===== config.mk =====
export PLATFORM = sky130hd
export DESIGN_NAME = cbc_top
export DESIGN_NICKNAME = d
export VERILOG_FILES = /design/src/inc/cbc_pkg.sv /design/src/core/cbc_top.sv
export SDC_FILE = /design/constraint.sdc
export NUM_CORES = 2
export LEC_CHECK = 0
export ABC_AREA = 0
export BUFFER_PORTS_ARGS = -buffer_cell sky130_fd_sc_hd__buf_2
export CELL_PAD_IN_SITES_DETAIL_PLACEMENT = 2
export CELL_PAD_IN_SITES_GLOBAL_PLACEMENT = 2
export CORE_ASPECT_RATIO = 0.8
export CORE_MARGIN = 3
export CORE_UTILIZATION = 41
export DETAILED_ROUTE_END_ITERATION = 16
export GPL_ROUTABILITY_DRIVEN = 0
export HOLD_SLACK_MARGIN = 0.1
export PLACE_DENSITY_LB_ADDON = 0.05
export SYNTH_ARGS = -nofsm -noshare
export SYNTH_HDL_FRONTEND = slang
export SYNTH_SLANG_ARGS = --single-unit

===== constraint.sdc =====
create_clock -name pclk -period 5.6 [get_ports pclk]
set_clock_uncertainty 0.15 [all_clocks]
set_input_delay 0.56 -clock pclk [delete_from_list [all_inputs] [get_ports pclk]]
set_output_delay 0.56 -clock pclk [all_outputs]
set_load 0.1 [all_outputs]

===== src/inc/cbc_pkg.sv =====
// constants and types for the band compare and capture block
package cbc_pkg;
  localparam int NUM_ITEMS = 4;
  localparam int NUM_FLAGS = 16;
  localparam int CLK_PERIOD_NS = 10;
  localparam int MS_NS = 1000000;
  localparam int MS_CYCLES = MS_NS / CLK_PERIOD_NS;
  localparam logic [9:0] HOLD_MAX_MS = 10'h3E8;
  localparam logic [15:0] CTRL_RST = 16'h0000;
  localparam logic [7:0] OFS_CTRL = 8'h00;
  localparam logic [7:0] OFS_HOLD = 8'h04;
  localparam logic [7:0] OFS_SAMP = 8'h08;
  localparam logic [7:0] OFS_STAT = 8'h0C;
  localparam logic [7:0] OFS_CAP0 = 8'h10;
  localparam logic [7:0] OFS_CAP1 = 8'h14;
  localparam logic [7:0] OFS_DIFF = 8'h18;
  localparam logic [7:0] OFS_COUNT = 8'h1C;
  localparam logic [1:0] OFS_ITEM_HI2 = 2'h1;
  localparam int C_CAP_EN = 0;
  localparam int C_SAMP = 1;
  localparam int C_CONT = 2;
  localparam int C_STRG = 3;
  localparam int C_SRC0 = 5;
  localparam int C_EDGE0 = 6;
  localparam int C_ROUTE0 = 9;
  localparam int C_FEN0 = 11;
  localparam int C_FVAL0 = 12;
  localparam int C_BAND = 15;
  typedef enum logic [1:0] {
    CBC_ST_CTL_HI = 2'b00,
    CBC_ST_CTL_LO = 2'b01,
    CBC_ST_ENBIT = 2'b10
  } cbc_strg_e;
  typedef struct packed {
    logic [15:0] ctrl;
    logic [9:0] hold_ms;
    logic [15:0] samp_ms;
    logic [NUM_ITEMS-1:0][31:0] lo;
    logic [NUM_ITEMS-1:0][31:0] hi;
    logic [NUM_ITEMS-1:0][31:0] act;
    logic [NUM_FLAGS-1:0] flags;
    logic [1:0] s1;
    logic [1:0] s2;
    logic [1:0] s3;
    logic [1:0] lvl;
    logic [16:0] ms_cnt;
    logic [1:0][10:0] hold_cnt;
    logic [1:0] ext;
    logic en_q;
    logic [1:0] arm;
    logic [1:0] wr;
    logic [1:0] done;
    logic [1:0] stat;
    logic [31:0] cap0;
    logic [31:0] cap1;
    logic [31:0] diff;
    logic samp_run;
    logic [16:0] samp_cnt;
    logic rdy;
    logic err;
    logic [31:0] rdata;
  } cbc_state_s;
endpackage : cbc_pkg


===== src/core/cbc_top.sv =====
// band compare, external output and capture logic for one counter channel
`timescale 1ns/1ns
// Operation
// - sixteen match flags, each item sets any of them ON or OFF
// - several items may cover one band; each is evaluated on its own
// - count inside an item's limits drives its assigned flags to its values
// - lower limit above upper limit makes the band wrap across rollover
// - match flags 0 and 1 may be routed to external outputs 0 and 1
// - hold zero follows the flag; 1 to 1000 ms turns each assertion into a pulse of that length
// - force bits drive either external output ON or OFF over comparison
// - capture mode latches count into capture 0 or 1 on its input edge
// - sampling mode stores count into capture 0 at start and capture 1 after sampling time
// - difference register shows the count gained during sampling time
// - two capture points, one sampling point; sampling excludes capture
// - capture words are independent in capture mode, paired in sampling
// - capture needs enable held ON; sampling is armed without enable
// - either input triggers either capture; only input 0 starts sampling
// - triggers qualify on rising or falling edge; both edges via two slots
// - sampling start: input 0 rising, input 0 falling, or enable bit rising
// - completion status bits clear automatically at every I/O refresh
// - single shot takes one capture per word, on its first edge after enable
// - captured values are signed 32-bit two's complement numbers
module cbc_top #(
  parameter int MS_CYC = cbc_pkg::MS_CYCLES
) (
  input wire logic pclk,
  input wire logic presetn,
  input wire logic psel,
  input wire logic penable,
  input wire logic pwrite,
  input wire logic [7:0] paddr,
  input wire logic [31:0] pwdata,
  output logic [31:0] prdata,
  output logic pready,
  output logic pslverr,
  input wire logic [1:0] ctl_in,
  input wire logic signed [31:0] count,
  input wire logic io_refresh,
  output logic [1:0] ext_out,
  output logic [cbc_pkg::NUM_FLAGS-1:0] match_flags,
  output logic [1:0] cap_status
);
  import cbc_pkg::*;

  cbc_state_s s_q;
  cbc_state_s n;
  logic tick;
  logic [1:0] chg;
  logic [1:0] rise;
  logic [1:0] fall;
  logic [1:0] trig;
  logic en;
  logic en_rise;
  logic samp;
  logic cont;
  logic samp_start;
  logic [NUM_ITEMS-1:0] in_band;
  cbc_strg_e strg;

  assign tick = (s_q.ms_cnt == 17'(MS_CYC - 1));
  // filtered edge once stages two and three agree
  assign chg = ~(s_q.s2 ^ s_q.s3) & (s_q.s3 ^ s_q.lvl);
  assign rise = chg & s_q.s3;
  assign fall = chg & ~s_q.s3;
  assign en = s_q.ctrl[C_CAP_EN];
  assign en_rise = en & ~s_q.en_q;
  assign samp = s_q.ctrl[C_SAMP];
  assign cont = s_q.ctrl[C_CONT];
  assign strg = cbc_strg_e'(s_q.ctrl[C_STRG +: 2]);

  genvar g;
  generate
    for (g = 0; g < 2; g++) begin : g_trig
      logic src;
      logic edg;
      assign src = s_q.ctrl[C_SRC0 + 2 * g];
      assign edg = s_q.ctrl[C_EDGE0 + 2 * g];
      assign trig[g] = edg ? fall[src] : rise[src];
    end
    for (g = 0; g < NUM_ITEMS; g++) begin : g_item
      logic signed [31:0] lo;
      logic signed [31:0] hi;
      assign lo = s_q.lo[g];
      assign hi = s_q.hi[g];
      assign in_band[g] = (lo <= hi) ? (count >= lo && count <= hi)
                                     : (count >= lo || count <= hi);
    end
  endgenerate

  always_comb begin
    logic [1:0] dset;
    logic [31:0] c0;
    logic [31:0] c1;
    logic [31:0] rd;
    logic hit;
    logic held;
    logic [1:0] idx;
    dset = 2'b00;
    c0 = s_q.cap0;
    c1 = s_q.cap1;
    rd = 32'h0000_0000;
    hit = 1'b1;
    held = 1'b0;
    idx = paddr[5:4];
    samp_start = 1'b0;
    n = s_q;
    n.ms_cnt = tick ? 17'h0_0000 : s_q.ms_cnt + 17'h0_0001;
    n.s1 = ctl_in;
    n.s2 = s_q.s1;
    n.s3 = s_q.s2;
    n.lvl = (s_q.lvl & ~chg) | (s_q.s3 & chg);

    // high index first so item 0 has last word
    if (s_q.ctrl[C_BAND]) begin
      for (int j = NUM_ITEMS - 1; j >= 0; j--) begin
        if (in_band[j]) begin
          n.flags = (n.flags & ~s_q.act[j][31:16])
                  | (s_q.act[j][15:0] & s_q.act[j][31:16]);
        end
      end
    end

    for (int j = 0; j < 2; j++) begin
      if (n.flags[j] && !s_q.flags[j]) begin
        n.hold_cnt[j] = {1'b0, s_q.hold_ms} + 11'h001;
      end else if (tick && s_q.hold_cnt[j] != 11'h000) begin
        n.hold_cnt[j] = s_q.hold_cnt[j] - 11'h001;
      end
      held = (s_q.hold_ms == 10'h000) ? n.flags[j]
                                      : (n.hold_cnt[j] != 11'h000);
      if (s_q.ctrl[C_FEN0 + 2 * j]) begin
        n.ext[j] = s_q.ctrl[C_FVAL0 + 2 * j];
      end else begin
        n.ext[j] = s_q.ctrl[C_ROUTE0 + j] & held;
      end
    end

    n.en_q = en;
    if (!samp) begin
      n.samp_run = 1'b0;
      if (en_rise) begin
        n.arm = 2'b11;
        n.wr = 2'b00;
        n.stat = 2'b00;
      end
      if (en && trig[0] && (cont || s_q.arm[0])) begin
        c0 = count;
        dset[0] = 1'b1;
      end
      if (en && trig[1] && (cont || s_q.arm[1])) begin
        c1 = count;
        dset[1] = 1'b1;
      end
      n.cap0 = c0;
      n.cap1 = c1;
      n.arm = n.arm & ~dset;
      n.wr = n.wr | dset;
      if (dset != 2'b00 && n.wr == 2'b11) begin
        n.diff = c1 - c0;
      end
    end else begin
      unique case (strg)
        CBC_ST_CTL_HI: samp_start = rise[0];
        CBC_ST_CTL_LO: samp_start = fall[0];
        CBC_ST_ENBIT: samp_start = en_rise;
        default: samp_start = 1'b0;
      endcase
      if (s_q.samp_run && s_q.samp_cnt == 17'h0_0000) begin
        n.cap1 = count;
        n.diff = count - s_q.cap0;
        dset = cont ? 2'b01 : 2'b10;
        n.samp_run = cont;
        if (cont) begin
          n.cap0 = count;
          n.samp_cnt = {1'b0, s_q.samp_ms} + 17'h0_0001;
        end
      end else if (s_q.samp_run) begin
        if (tick && s_q.samp_cnt != 17'h0_0000) begin
          n.samp_cnt = s_q.samp_cnt - 17'h0_0001;
        end
      end else if (samp_start) begin
        n.cap0 = count;
        n.samp_run = 1'b1;
        n.samp_cnt = {1'b0, s_q.samp_ms} + 17'h0_0001;
      end
    end

    // set wins over refresh clear
    if (io_refresh) begin
      n.stat = s_q.done | dset;
      n.done = 2'b00;
    end else begin
      n.done = s_q.done | dset;
    end

    if (paddr[7:6] == OFS_ITEM_HI2) begin
      case (paddr[3:2])
        2'h0: rd = s_q.lo[idx];
        2'h1: rd = s_q.hi[idx];
        2'h2: rd = s_q.act[idx];
        default: hit = 1'b0;
      endcase
    end else begin
      case (paddr)
        OFS_CTRL: rd = {16'h0000, s_q.ctrl};
        OFS_HOLD: rd = {22'h00_0000, s_q.hold_ms};
        OFS_SAMP: rd = {16'h0000, s_q.samp_ms};
        OFS_STAT: rd = {s_q.flags, 13'h0000, s_q.samp_run, s_q.stat};
        OFS_CAP0: rd = s_q.cap0;
        OFS_CAP1: rd = s_q.cap1;
        OFS_DIFF: rd = s_q.diff;
        OFS_COUNT: rd = count;
        default: hit = 1'b0;
      endcase
    end

    n.rdy = 1'b0;
    n.err = 1'b0;
    if (psel && penable && !s_q.rdy) begin
      n.rdy = 1'b1;
      n.rdata = rd;
      n.err = ~hit;
    end
    if (psel && penable && s_q.rdy && pwrite && !s_q.err) begin
      if (paddr[7:6] == OFS_ITEM_HI2) begin
        case (paddr[3:2])
          2'h0: n.lo[idx] = pwdata;
          2'h1: n.hi[idx] = pwdata;
          2'h2: n.act[idx] = pwdata;
          default: n.rdy = 1'b0;
        endcase
      end else begin
        case (paddr)
          OFS_CTRL: n.ctrl = pwdata[15:0];
          OFS_HOLD: n.hold_ms = (pwdata > 32'(HOLD_MAX_MS)) ? HOLD_MAX_MS
                                                             : pwdata[9:0];
          OFS_SAMP: n.samp_ms = pwdata[15:0];
          default: n.rdy = 1'b0;
        endcase
      end
    end
  end

  always_ff @(posedge pclk or negedge presetn) begin
    if (!presetn) begin
      s_q <= '0;
      s_q.ctrl <= CTRL_RST;
    end else begin
      s_q <= n;
    end
  end

  assign prdata = s_q.rdata;
  assign pready = s_q.rdy;
  assign pslverr = s_q.err & s_q.rdy;
  assign ext_out = s_q.ext;
  assign match_flags = s_q.flags;
  assign cap_status = s_q.stat;
endmodule : cbc_top


# [After elaboration in Yosys (flattened, before gate mapping)]
# Index checks and enable logic that the tools add are counted.
[op_classes] n_addsub=8 magnitude_cmp=17 eq_ne=21 n_mux=86 bitwise=37 n_reduce_logical=58
[op_table] cell="$mux W32" count=14
[op_table] cell="$bwmux W128" count=3
[op_table] cell="$le A32 B32 Y1" count=8
[op_table] cell="$pmux W32 S8" count=1
[op_table] cell="$bmux W32 S2" count=3
[op_table] cell="$and A16 B16 Y16" count=8
[op_table] cell="$ge A32 B32 Y1" count=4
[op_table] cell="$mux W16" count=7
[op_table] cell="$mux W97" count=1
[op_table] cell="$pmux W32 S3" count=1
[op_table] cell="$mux W17" count=4
[op_table] cell="$demux W32 S2" count=1
[op_table] cell="$mux W64" count=1
[op_table] cell="$not A16 Y16" count=4
[op_table] cell="$or A16 B16 Y16" count=4
[op_table] cell="$sub A32 B32 Y32" count=2
[op_table] cell="$mux W11" count=4
[op_table] cell="$reduce_bool A11 Y1" count=4
[op_table] cell="$mux W18" count=2
[op_table] cell="$mux W34" count=1
[op_table] cell="$eq A8 B5 Y1 const B" count=4
[op_table] cell="$gt A32 B10 Y1 const B" count=1
[op_table] cell="$mux W1" count=31
[op_table] cell="$sub A11 B1 Y11 const B" count=2
[op_table] cell="other kinds (42)" count=112
[totals] reg_bits=648 out_inout_bits=54

# [Depth between registers and ports, before layout]
[depth] depth_word=23 ltp_mapped=20

# [Worst setup path before layout]
# No wires, ideal clock.
[synth_timing] kind="reg2reg" startpoint="register with a tool-made name" endpoint="register s_q[80] in the netlist's numbering" setup_time_ns=0.138 arrival_time_ns=4.771 required_time_ns=5.312 slack_ns=0.541 stages_incl_launch_ff=20 synth_period_minus_slack_ns=5.059 path_cell_list="dfrtp_1 > nand3b_1 > mux4_2 > nor2_1 > clkbuf_1 > mux2i_1 > inv_1 > fa_1 > nor2b_1 > o21ai_0 > a21boi_0 > o41ai_1 > a31oi_1 > o211ai_1 > a211oi_1 > o21ai_0 > o2bb2ai_1 > o21ai_0 > xnor2_1 > o221ai_1"
[synth_lines] item="to (signal assigned)" line="cbc_top.sv:249" text="s_q <= n;"
[synth_lines] item="to (decl)" line="cbc_top.sv:45" text="cbc_state_s s_q;"

# [Final worst setup path]
[layout_timing] startpoint="register s_q (netlist bit n[201])" endpoint="register s_q[80] in the netlist's numbering"
[layout_via] elab_chain_len=16 word_cells_on_any_way=36
[layout_lines] item="$xor A2 B2 Y2 *" line="cbc_top.sv:62" text="assign chg = ~(s_q.s2 ^ s_q.s3) & (s_q.s3 ^ s_q.lvl);"
[layout_lines] item="$not A2 Y2 *" line="cbc_top.sv:62"
[layout_lines] item="$and A2 B2 Y2 *" line="cbc_top.sv:62"
[layout_lines] item="parallel branches: the longest is 13 deep, another holds $sub A32 B32 Y32"
# Mark *: on every way between the ends. The select of a mux whose other input is x is not followed.
# A chain may end at the register's enable or synchronous reset.

==> impl_metrics.yaml <==
cts:
  clock_latency_ps: 680
  numCtsBuffers: 78
  cts_sinks: 648
  cts_buffer_depth: 3
  cts_tree: "done"
  clk_pin_slew_worst_paths_ps: 70
  htree_num_levels: 3
  cts_root_buf: "clkbuf_16"
global_route:
  overflow: 0
  grt_max_degree: 126
  antenna_found_initial: 20
  grt_pass1_vias: 40900
  use_met1: 0.517
  grt_util_met2: 0.525
  top_usage_layer: "met2"
  use_met3: 0.0735
  grt_pass1_wl_um: 293000
  track_usage: 0.355
drt:
  vias: 39300
  drt_iter0_markers: 3662
  drt-total-wl_um: 201000
  firstDrtPassIters: 5
  drc: 0
  vias_per_cell: 6.37
  routedWlPerCell_um: 32.6
  detail-route-antenna-nets: 0
synth:
  synth_edf_count: 0
  synthDistinctLibCells: 90
  synth_cells: 4610
  synth_area_um2: 44200
  yosys.area.top_type: "dfrtp_1"
  synthTopCellsByArea: "dfrtp_1, ha_1, mux2_2"
  ys.warnings.count: 0
  async_reset_ff_frac: 1.00
  synth_top_area_share: 0.367
  syn_nets: 5145
  synth_area_per_cell_um2: 9.60
  synth_seq_area_share: 0.367
  ys_ff_latch: 648
  synth_flop_cell: "dfrtp_1"
critical_path:
  worstPathRequired_ps: 5990
  arrival_ps: 5700
  r2r_start: "n[201]"
  reg2reg_depth: 21
  start_kind: "register"
  rr_endpoint: "s_q[80]"
  path_class: "reg -> reg"
  critPathMaxFanout: 6
  r2r_slack_ps: 290
  cp-end-kind: "register"
die:
  chipHeight_um: 300
  initial_core_util: 0.415
  coreArea_um2: 107000
  boundaryPins: 134
  die_w_um: 373
  row_count: 107
  die_area_um2: 112000
outcome:
  status: "complete, no violations"
layout:
  drive_gt1_frac: 0.178
  fillers: 11300
  area_growth_pct: 12.2
  nNetsFinal: 5217
hold_path:
  hold_depth: 3
  hold_end: "g_item[3].lo[28]"
  min_path_type: "in -> reg"
  hold_path_startpoint: "pwdata[28]"
sta:
  fin_tns_setup_ps: 0
  fin_crit_ps: 5310
  setup_viol: 0
  hold_ws_ps: 162
  relSlewSlack: 0.119
  hold_violations: 0
  fin_crit_sh: 0.948
  tightestPinTransition_ps: 1310
  max_freq_ghz: 0.188
  slew_viol_final: 0
pwr:
  ir_worst_vdd_uv: 197
  power_density_nw_per_um2: 256
  p_leak_nw: 23.6
placed_design:
  portBuffers: 133
  hpwl_um: 151000
flow_run:
  max-cap-violations: 0
[registers in the layout, indices dropped and copies added, names as in the netlist, 2 cells and up, named ones only]
name,flops
match_flags,16
g_item.hi,128
ext_out,2
s_q,327
g_item.lo,128
g_trig.edg,2
cap_status,2
n,4
g_trig.src,2
prdata,32
[cell usage in the layout (no fill, tap or decap), types with 20 or more instances in the layout]
cell | netlist | final
a211oi_1 | 25 | 25
a21o_1 | 80 | 80
a21oi_1 | 234 | 234
a222oi_1 | 24 | 24
a22oi_1 | 31 | 31
a31oi_1 | 32 | 31
buf_2 | 11 | 129
buf_4 | 53 | 108
clkbuf_16 | 0 | 80
dfrtp_1 | 648 | 647
ha_1 | 453 | 453
inv_1 | 345 | 345
mux2_2 | 274 | 274
mux2i_1 | 96 | 95
mux4_2 | 115 | 115
nand2_1 | 563 | 563
nand3_1 | 95 | 95
nand4_1 | 81 | 81
nor2_1 | 214 | 199
nor2b_1 | 31 | 28
nor3_1 | 62 | 57
nor4_1 | 27 | 26
o211ai_1 | 24 | 24
o21a_1 | 21 | 21
o21ai_0 | 467 | 466
or3_1 | 20 | 20
xnor2_1 | 53 | 53
xor2_1 | 46 | 46
[final cells by class]
class	count	area [µm²]	share of cell area
timing repair buffer	260	1850	0.0373
clock buffer	104	2260	0.0456
tap	1417	1770	0.0357
inverter	346	1300	0.0262
antenna	7	17.5	0.000353
multi-input combinational	3348	25700	0.518
sequential	648	16200	0.327
clock inverter	39	520	0.0105
[cell usage after synthesis, drive strengths merged (9+ instances only)]
| cell | number |
|---|---|
| o21ai | 473 |
| a41oi | 11 |
| a211oi | 25 |
| a221o | 19 |
| mux2 | 278 |
| nor4 | 28 |
| nor3 | 63 |
| nand2 | 564 |
| mux2i | 96 |
| a22oi | 31 |
| mux4 | 115 |
| xor2 | 46 |
| a21oi | 234 |
| o41ai | 10 |
| o31ai | 15 |
| a21boi | 11 |
| buf | 90 |
| clkbuf | 178 |
| o22ai | 9 |
| a221oi | 15 |
| and4 | 9 |
| a31oi | 32 |
| inv | 345 |
| ha | 453 |
| or2 | 11 |
| nand2b | 19 |
| o211ai | 25 |
| and2 | 9 |
| nand3 | 95 |
| a21o | 80 |
| and3 | 18 |
| or3 | 20 |
| nand3b | 9 |
| a222oi | 24 |
| o21a | 21 |
| dfrtp | 648 |
| nor2b | 31 |
| nor2 | 218 |
| xnor2 | 53 |
| nand4 | 81 |
[metrics by stage]
step / worst slack (ps) / total power, mW / instance area, µm² / instances / utilization
after global routing: -43.1 / 13.1 / 49600 / 6163 / 0.465
final: 289 / 12.7 / 49700 / 6169 / 0.465
after floorplan: 541 / 6.13 / 44200 / 4610 / -
after global placement: 134 / 7.01 / 46700 / 6007 / 0.438
after detailed placement: 55.7 / 7.07 / 46700 / 6007 / 0.438
after CTS: 99.9 / 12.8 / 49500 / 6154 / 0.464
[power breakdown]
group | internal [mW] | leakage [nW] | switching [mW]
clock network | 3.32 | 1.37 | 2.35
registers | 4.78 | 7.30 | 0.103
logic | 0.629 | 14.9 | 1.53
[layer usage]
layer / wire length, µm / vias to the layer above
li1: - / 16800
met2: 85600 / 1323
met1: 92300 / 20800
met3: 16100 / 317
met5: 102 / -
met4: 7350 / 14
[worst max-delay path by stage]
stage          cells past startpoint      end  slack (ps)     start
2_1_floorplan                     19  s_q[80]         540  register
3_3_place_gp                      21  s_q[82]         130    n[201]
3_5_place_dp                      21  s_q[82]          60    n[201]
4_1_cts                           21  s_q[83]         100    n[201]
5_1_grt                           21  s_q[83]         -40    n[201]
6_report                          21  s_q[80]         290    n[201]
[what timing repair did]
action | 4_1_cts | 5_1_grt
setup buffers | 0 | 7
hold buffers | 4 | 0
pin swaps | 0 | 7
hold endpoints to repair | 82 | 0
resized for setup | 1 | 14
setup endpoints to repair | 1 | 7
[worst max-delay path, cell delays in order (launching register included)]
cell and delay [ps]:
dfrtp_1 410, nor2_1 170, nand2_1 110, mux4_2 550, nor2_4 230, mux2_2 370
ha_1 250, fa_1 430, nor2b_1 180, o21ai_1 130, a21boi_2 220, o41ai_2 130
a31oi_2 250, o211ai_1 240, a211oi_1 280, buf_4 170, o21ai_0 90, buf_4 170
o2bb2ai_1 140, o21ai_0 230, xnor2_1 150, o221ai_1 120
[logic make-up after synthesis]
logic type               share of synthesized area
flip-flops                                   0.367
AND/OR/NAND/NOR                              0.123
XOR/XNOR                                    0.0196
AO/OA/AOI/OAI                                0.152
buffers and inverters                       0.0569
adder cells (fa/ha/maj)                      0.130
multiplexers                                 0.151
No activity file was read; power rests on OpenSTA's default activity.
